===== src/rtl/mvs_pkg.sv =====
// Purpose: Shared constants and types for the media-valid strap logic
// Assumes: APB slave with 12-bit byte address and 32-bit data
// Notes: Register byte address is four times the register index

package mvs_pkg;

  // ------------------------------------------------------------------
  // Bus widths
  // ------------------------------------------------------------------
  localparam int ADDR_W = 12;
  localparam int DATA_W = 32;

  // ------------------------------------------------------------------
  // Register indices and byte addresses
  // ------------------------------------------------------------------
  localparam logic [ADDR_W-1:0] TAPE_IDX = 12'h3f3;
  localparam logic [ADDR_W-1:0] FCR_IDX = 12'h3f4;
  localparam logic [ADDR_W-1:0] DSEL_IDX = 12'h3f5;
  localparam logic [ADDR_W-1:0] STRAP_IDX = 12'h3f6;
  localparam logic [ADDR_W-1:0] TAPE_ADDR = ADDR_W'(TAPE_IDX << 2);
  localparam logic [ADDR_W-1:0] FCR_ADDR = ADDR_W'(FCR_IDX << 2);
  localparam logic [ADDR_W-1:0] DSEL_ADDR = ADDR_W'(DSEL_IDX << 2);
  localparam logic [ADDR_W-1:0] STRAP_ADDR = ADDR_W'(STRAP_IDX << 2);

  // ------------------------------------------------------------------
  // Field positions and reset values
  // ------------------------------------------------------------------
  localparam int TAPE_SEL_LSB = 0;
  localparam int TAPE_VALID_BIT = 5;
  localparam int TAPE_MID_LSB = 6;
  localparam int FCR_SENSE_BIT = 0;
  localparam logic [7:0] FCR_RESET = 8'h00;
  localparam logic [1:0] TAPE_SEL_RESET = 2'h0;
  localparam logic [1:0] DSEL_RESET = 2'h0;
  localparam logic [1:0] STRAP_LEVEL_RESET = 2'h0;
  localparam logic TAPE_FIXED_BIT5 = 1'b1;

  // ------------------------------------------------------------------
  // Timing: cycles the strap is sampled after reset release
  // ------------------------------------------------------------------
  localparam int STRAP_SETTLE_CYCLES = 4;

  // ------------------------------------------------------------------
  // Types
  // ------------------------------------------------------------------
  typedef struct packed {
    logic psel;
    logic penable;
    logic pwrite;
    logic [ADDR_W-1:0] paddr;
    logic [DATA_W-1:0] pwdata;
  } mvs_apb_req_type;

  typedef enum logic {
    CAP_WAIT = 1'b0,
    CAP_DONE = 1'b1
  } mvs_cap_state_type;

endpackage : mvs_pkg


===== src/rtl/mvs_strap_capture.sv =====
// Purpose: Capture the two media-valid straps around reset release
// Assumes: Straps are static board levels while reset is applied
// Notes: Pins pass two flip-flops before the capture register reads them
`timescale 1ns/10ps

module mvs_strap_capture #(
  parameter int SETTLE = mvs_pkg::STRAP_SETTLE_CYCLES
) (
  input wire logic pclk,
  input wire logic presetn,
  input wire logic [1:0] strap_n_pin,
  output logic [1:0] strap_level,
  output logic capture_done,
  output logic load_pulse
);
  import mvs_pkg::*;

  logic [1:0] sync1_reg;
  logic [1:0] sync2_reg;
  logic [1:0] level_reg;
  logic [1:0] level_next;
  logic [7:0] cnt_reg;
  logic [7:0] cnt_next;
  logic load_reg;
  logic load_next;
  mvs_cap_state_type state_reg;
  mvs_cap_state_type state_next;

  // ------------------------------------------------------------------
  // Capture sequence
  // ------------------------------------------------------------------
  // Sampling continues a few cycles past release so the synchroniser
  // has flushed reset-time zeros before the level is frozen
  always_comb begin
    level_next = level_reg;
    cnt_next = cnt_reg;
    load_next = 1'b0;
    state_next = state_reg;
    unique case (state_reg)
      CAP_WAIT: begin
        level_next = sync2_reg;
        cnt_next = cnt_reg + 8'h01;
        if (cnt_reg == 8'(SETTLE - 1)) begin
          state_next = CAP_DONE;
          load_next = 1'b1;
        end
      end
      CAP_DONE: begin
        level_next = level_reg;
      end
    endcase
  end

  // Two-stage synchroniser plus capture state
  always_ff @(posedge pclk or negedge presetn) begin
    if (!presetn) begin
      sync1_reg <= STRAP_LEVEL_RESET;
      sync2_reg <= STRAP_LEVEL_RESET;
      level_reg <= STRAP_LEVEL_RESET;
      cnt_reg <= 8'h00;
      load_reg <= 1'b0;
      state_reg <= CAP_WAIT;
    end else begin
      sync1_reg <= strap_n_pin;
      sync2_reg <= sync1_reg;
      level_reg <= level_next;
      cnt_reg <= cnt_next;
      load_reg <= load_next;
      state_reg <= state_next;
    end
  end

  assign strap_level = level_reg;
  assign capture_done = (state_reg == CAP_DONE);
  assign load_pulse = load_reg;
endmodule : mvs_strap_capture


===== src/rtl/mvs_media_valid.sv =====
// Purpose: APB register view of the media-valid straps and function control
// Assumes: Single 100 MHz clock, asynchronous active-low reset
// Notes: Accesses stall with pready low until the strap capture completes
`timescale 1ns/10ps

// Functional notes
// - Both media-valid straps are sampled around reset and held until the next reset.
// - A low drive-0 strap makes tape bit 5 read 0 when drive 0 is selected.
// - A high drive-0 strap makes tape bit 5 read 1 when drive 0 is selected.
// - The drive-1 strap sets tape bit 5 the same way when drive 1 is selected.
// - The captured drive-0 strap level is loaded into function control bit 0.
// - With function control bit 0 set, the strap levels no longer mean media-valid.
module mvs_media_valid (
  input wire logic pclk,
  input wire logic presetn,
  input wire mvs_pkg::mvs_apb_req_type apb_req,
  output logic [mvs_pkg::DATA_W-1:0] prdata,
  output logic pready,
  output logic pslverr,
  input wire logic drive0_media_valid_strap_n,
  input wire logic drive1_media_valid_strap_n,
  input wire logic [1:0] media_id_pin,
  output logic media_sense_mode,
  output logic strap_capture_done
);
  import mvs_pkg::*;

  // ------------------------------------------------------------------
  // Declarations
  // ------------------------------------------------------------------
  logic [1:0] strap_level;
  logic capture_done;
  logic load_pulse;
  logic [1:0] mid_sync1_reg;
  logic [1:0] mid_sync2_reg;
  logic [7:0] function_control_reg;
  logic [7:0] function_control_next;
  logic [1:0] tape_sel_reg;
  logic [1:0] tape_sel_next;
  logic [1:0] dsel_reg;
  logic [1:0] dsel_next;
  logic [DATA_W-1:0] prdata_reg;
  logic [DATA_W-1:0] prdata_next;
  logic pready_reg;
  logic pready_next;
  logic pslverr_reg;
  logic pslverr_next;
  logic done_reg;
  logic access;
  logic take;
  logic commit;
  logic hit;
  logic [7:0] rd_byte;

  // ------------------------------------------------------------------
  // Strap capture
  // ------------------------------------------------------------------
  mvs_strap_capture #(
    .SETTLE(STRAP_SETTLE_CYCLES)
  ) u_capture (
    .pclk(pclk),
    .presetn(presetn),
    .strap_n_pin({drive1_media_valid_strap_n, drive0_media_valid_strap_n}),
    .strap_level(strap_level),
    .capture_done(capture_done),
    .load_pulse(load_pulse)
  );

  // ------------------------------------------------------------------
  // Helpers
  // ------------------------------------------------------------------
  // Valid flag seen by software for the selected drive
  function automatic logic valid_flag(input logic [1:0] lvl, input logic [1:0] sel,
                                      input logic sense);
    logic f;
    f = TAPE_FIXED_BIT5;
    if (sense) begin
      f = TAPE_FIXED_BIT5;
    end else if (sel == 2'h0) begin
      f = lvl[0];
    end else if (sel == 2'h1) begin
      f = lvl[1];
    end
    return f;
  endfunction : valid_flag

  // Address decode of the four word registers
  function automatic logic addr_hit(input logic [ADDR_W-1:0] a);
    return (a == TAPE_ADDR) || (a == FCR_ADDR) || (a == DSEL_ADDR) || (a == STRAP_ADDR);
  endfunction : addr_hit

  // ------------------------------------------------------------------
  // APB phase decode
  // ------------------------------------------------------------------
  // One wait state; held off entirely until straps are captured so no
  // read can return a half-settled valid flag
  assign access = apb_req.psel && apb_req.penable;
  assign take = access && !pready_reg && capture_done;
  assign commit = access && pready_reg;
  assign hit = addr_hit(apb_req.paddr);

  // Read byte mux
  always_comb begin
    rd_byte = 8'h00;
    if (apb_req.paddr == TAPE_ADDR) begin
      rd_byte[TAPE_SEL_LSB +: 2] = tape_sel_reg;
      rd_byte[TAPE_VALID_BIT] = valid_flag(strap_level, dsel_reg,
                                           function_control_reg[FCR_SENSE_BIT]);
      rd_byte[TAPE_MID_LSB +: 2] = mid_sync2_reg;
    end else if (apb_req.paddr == FCR_ADDR) begin
      rd_byte = function_control_reg;
    end else if (apb_req.paddr == DSEL_ADDR) begin
      rd_byte[1:0] = dsel_reg;
    end else if (apb_req.paddr == STRAP_ADDR) begin
      rd_byte[1:0] = strap_level;
    end
  end

  // Answer registers
  always_comb begin
    pready_next = take;
    pslverr_next = take && !hit;
    prdata_next = prdata_reg;
    if (take) begin
      prdata_next = apb_req.pwrite ? '0 : {24'h000000, rd_byte};
    end
  end

  always_ff @(posedge pclk or negedge presetn) begin
    if (!presetn) begin
      pready_reg <= 1'b0;
      pslverr_reg <= 1'b0;
      prdata_reg <= '0;
    end else begin
      pready_reg <= pready_next;
      pslverr_reg <= pslverr_next;
      prdata_reg <= prdata_next;
    end
  end

  // ------------------------------------------------------------------
  // Software registers
  // ------------------------------------------------------------------
  // Strap load beats a software write landing in the same cycle
  always_comb begin
    function_control_next = function_control_reg;
    tape_sel_next = tape_sel_reg;
    dsel_next = dsel_reg;
    if (commit && apb_req.pwrite) begin
      if (apb_req.paddr == FCR_ADDR) begin
        function_control_next = apb_req.pwdata[7:0];
      end
      if (apb_req.paddr == TAPE_ADDR) begin
        tape_sel_next = apb_req.pwdata[TAPE_SEL_LSB +: 2];
      end
      if (apb_req.paddr == DSEL_ADDR) begin
        dsel_next = apb_req.pwdata[1:0];
      end
    end
    if (load_pulse) begin
      function_control_next[FCR_SENSE_BIT] = strap_level[0];
    end
  end

  always_ff @(posedge pclk or negedge presetn) begin
    if (!presetn) begin
      function_control_reg <= FCR_RESET;
      tape_sel_reg <= TAPE_SEL_RESET;
      dsel_reg <= DSEL_RESET;
      mid_sync1_reg <= 2'h0;
      mid_sync2_reg <= 2'h0;
      done_reg <= 1'b0;
    end else begin
      function_control_reg <= function_control_next;
      tape_sel_reg <= tape_sel_next;
      dsel_reg <= dsel_next;
      mid_sync1_reg <= media_id_pin; // Media ID pins cross in here
      mid_sync2_reg <= mid_sync1_reg;
      done_reg <= capture_done;
    end
  end

  // Outputs straight from flip-flops
  assign prdata = prdata_reg;
  assign pready = pready_reg;
  assign pslverr = pslverr_reg;
  assign media_sense_mode = function_control_reg[FCR_SENSE_BIT];
  assign strap_capture_done = done_reg;

  logic rd_tape;
  assign rd_tape = take && !apb_req.pwrite && (apb_req.paddr == TAPE_ADDR);
endmodule : mvs_media_valid


===== config.mk =====
export PLATFORM = sky130hd
export DESIGN_NAME = mvs_media_valid
export DESIGN_NICKNAME = d
export VERILOG_FILES = /design/src/rtl/mvs_pkg.sv /design/src/rtl/mvs_strap_capture.sv /design/src/rtl/mvs_media_valid.sv
export SDC_FILE = /design/constraint.sdc
export NUM_CORES = 1
export LEC_CHECK = 0
export ABC_AREA = 0
export BUFFER_PORTS_ARGS = -buffer_cell sky130_fd_sc_hd__buf_2
export CAP_MARGIN = 40
export CORE_UTILIZATION = 46
export CTS_CLUSTER_DIAMETER = 200
export CTS_CLUSTER_SIZE = 20
export DETAILED_ROUTE_END_ITERATION = 12
export GPL_ROUTABILITY_DRIVEN = 0
export PLACE_DENSITY = 0.9
export SLEW_MARGIN = 20
export SYNTH_ARGS = -nofsm -noshare
export SYNTH_HDL_FRONTEND = slang
export SYNTH_SLANG_ARGS = --single-unit

===== constraint.sdc =====
create_clock -name pclk -period 1.9 [get_ports pclk]
set_clock_uncertainty 0.15 [all_clocks]
set_input_delay 0.095 -clock pclk [delete_from_list [all_inputs] [get_ports pclk]]
set_output_delay 0.095 -clock pclk [all_outputs]
set_load 0.01 [all_outputs]

==> results.cfg <==
[route]
via_count = 1376
top_layer = met4
antenna_left = 0
dr.pass1.iters = 4
wl_per_cell_um = 12.57
viasPerCell = 4.914
drc = 0
wirelength_met1_um = 1455
drt_first_iter_violations = 56
wirelength_um = 3519
dr_wl_met2_um = 1742
wl_met3_um = 227

[global_route]
antenna_found_initial = 0
gr-usage-all-layers = 0.1770
grt_pass1_vias = 1303
grt_pass1_wl_um = 5747
grt_start_max_net_pins = 44
grt-ovfl-total = 0

[power_and_ir_drop]
pwr_density_cell_nw_per_um2 = 690.5
ir_drop_mv = 0.4728
power.leakage_nw = 1.168

[setup_path]
reg2regPathDepth = 4
critPathCaptureType = flip-flop
r2r-start = pready
startpoint_type = primary input
crit_start = apb_req[44]
worstPathArrival_ns = 1.81
cp.required_ns = 1.92
rrSetupSlack_ns = 0.18
cp_max_fo = 7
crit_type = in2reg
cp-endpoint = function_control_reg[6]
r2r-end = function_control_reg[6]

[yosys]
synth-async-reset-ratio = 1.000
synth-edff-count = 0
ys_ff_latch = 43
synth-compound-area-share = 0.06210
yosysSeqAreaShare = 0.5506
synth-adder-area-share = 0.006402
syn_area_um2 = 1954
synthSimpleGateAreaFrac = 0.1415
yosys_warnings = 0
synth_top_family_by_area = simple AND/OR/NAND/NOR gates
synth_xor_area_frac = 0.03585
synth_cell_types = 33
netlist_instances = 168
synth_mux_area_frac = 0.09603
syn_avg_cell_area_um2 = 11.63
synth-main-ff-cell = dfrtp_1

[floorplan]
ios = 89
die-area_um2 = 4513
start_util = 0.4851
coreArea_um2 = 4029
die_w_um = 67.18
dieHeight_um = 67.18
rows = 23

[job]
drv_cap = 0

[finish]
stdcell_count = 280
nFillCells = 344
area_growth_pct = 21.25
fin_nets = 284
utilization = 0.5882
diodes = 0
drive_gt1_frac = 0.3043

[timing]
relSlewSlack = 0.6589
rsz0062_at_grt = false
hold_viol = 0
finalSetupTns_ns = 0
fmaxAchievable_mhz = 560.6
worstMarginPinSlew_ns = 0.5116
fin_crit_sh = 0.9388
slew_violations = 0
fin_ws_ns = 0.1162
holdWs_ns = 0.04361
final-setup-viol-count = 0
period_minus_slack_ns = 1.784

[cts]
postCtsResizedCells = 0
post-cts-setup-buffer-count = 0
path_clk_slew_ns = 0.07
cts_max_path_buffers = 2
cts_tree = yes
clk_latency_ns = 0.29
h-tree-depth = 2
cts_inserted_buffers = 5
cts.sinks = 43
cts-root-buf = clkbuf_8

[placed_design]
place_ws_ns = 0.01186
port-buffer-count = 40
dp.cells = 259
dp_hpwl_um = 2631

[worst_hold_path]
hp-class = in2reg
hold_start = apb_req[36]

[outcome]
status = finished clean
logic make-up (layout without fill, tap and decap cells):
logic type | Yosys count | after routing
AND/OR/NAND/NOR | 51 | 51
flip-flops | 43 | 43
buffers and inverters | 29 | 68
AO/OA/AOI/OAI | 18 | 18
multiplexers | 17 | 17
XOR/XNOR | 8 | 8
adder cells (fa/ha/maj) | 1 | 1
other | 1 | 24
Yosys cell counts (2+ instances only):
master    count  area share
or3_1         2      0.0064
dfrtp_1      43        0.55
o221a_2       2       0.012
nand2b_1      4       0.013
xnor2_1       5       0.022
xor2_1        3       0.013
a22oi_1       2      0.0077
mux2_2       14       0.081
inv_1         2      0.0038
o21ai_0       6       0.015
a21oi_1       3      0.0077
nor2_1       10       0.019
nand3_1       5       0.013
clkbuf_1      2      0.0038
nand4b_1      2      0.0090
nand2_1      17       0.033
nor3_1        3      0.0077
mux2i_1       3       0.015
buf_4        24       0.092
o31ai_1       3       0.012
per-layer routing:
| metal | vias up | track usage |
|---|---|---|
| met5 | - | 0 |
| met4 | 0 | 0.07979 |
| met3 | 9 | 0.05743 |
| met2 | 53 | 0.2800 |
| met1 | 660 | 0.2205 |
| li1 | 654 | - |
cell usage in the layout, fill, tap and decap left out, types with 2 or more instances in the layout:
cell type      instances
inv_1                  2
dlygate4sd3_1         14
a21oi_1                3
o221a_2                2
nand2b_1               4
xor2_1                 3
a22oi_1                2
o31ai_1                3
nand3_1                5
mux2i_1                3
nor2_1                10
o21ai_0                6
buf_2                 40
nor3_1                 3
mux2_2                14
conb_1                24
dfrtp_1               43
clkbuf_8               6
xnor2_1                5
or3_1                  2
buf_4                  5
nand2_1               17
nand4b_1               2
critical path, cell delays in order:
cell	delay, ns
dlygate4sd3_1	0.53
buf_2	0.12
nand4_1	0.12
nor4_1	0.29
nand2_1	0.30
mux2_2	0.35
power by group:
group / leakage, nW / total [mW] / internal [mW] / switching (mW)
logic: 0.562 / 0.140 / 0.0596 / 0.0802
registers: 0.558 / 0.936 / 0.929 / 0.00689
clock network: 0.0470 / 0.561 / 0.285 / 0.276
final cells by class:
class | count | area, µm² | share of cell area
Inverter | 2 | 7.507 | 0.003168
Clock inverter | 1 | 5.005 | 0.002112
Sequential cell | 43 | 1076 | 0.4541
Clock buffer | 6 | 82.58 | 0.03485
Tap cell | 50 | 62.56 | 0.02640
Multi-Input combinational cell | 119 | 758.2 | 0.3200
Timing Repair Buffer | 59 | 377.9 | 0.1595
worst min path at each step:
stage	end	slack (ns)	depth (start not counted)
final	pslverr	0.04	4
after global routing	pslverr	0.06	4
after CTS	pslverr	0.02	4
after detailed placement	u_capture.cnt_reg[0]	0.04	2
after global placement	u_capture.cnt_reg[2]	0.04	2
after floorplan	dsel_reg[0]	-0.35	0
repair_timing:
action                                  CTS  global route
hold buffers                             14             0
hold endpoints to repair                 60             0
endpoints found under the setup margin    0             0
through the flow:
stage,power [mW],cell area (µm²)
2_1_floorplan,1.041,2041
3_3_place_gp,1.068,2142
3_5_place_dp,1.071,2142
4_1_cts,1.656,2370
5_1_grt,1.711,2370
6_report,1.636,2370
No activity file was read; power rests on OpenSTA's default activity.
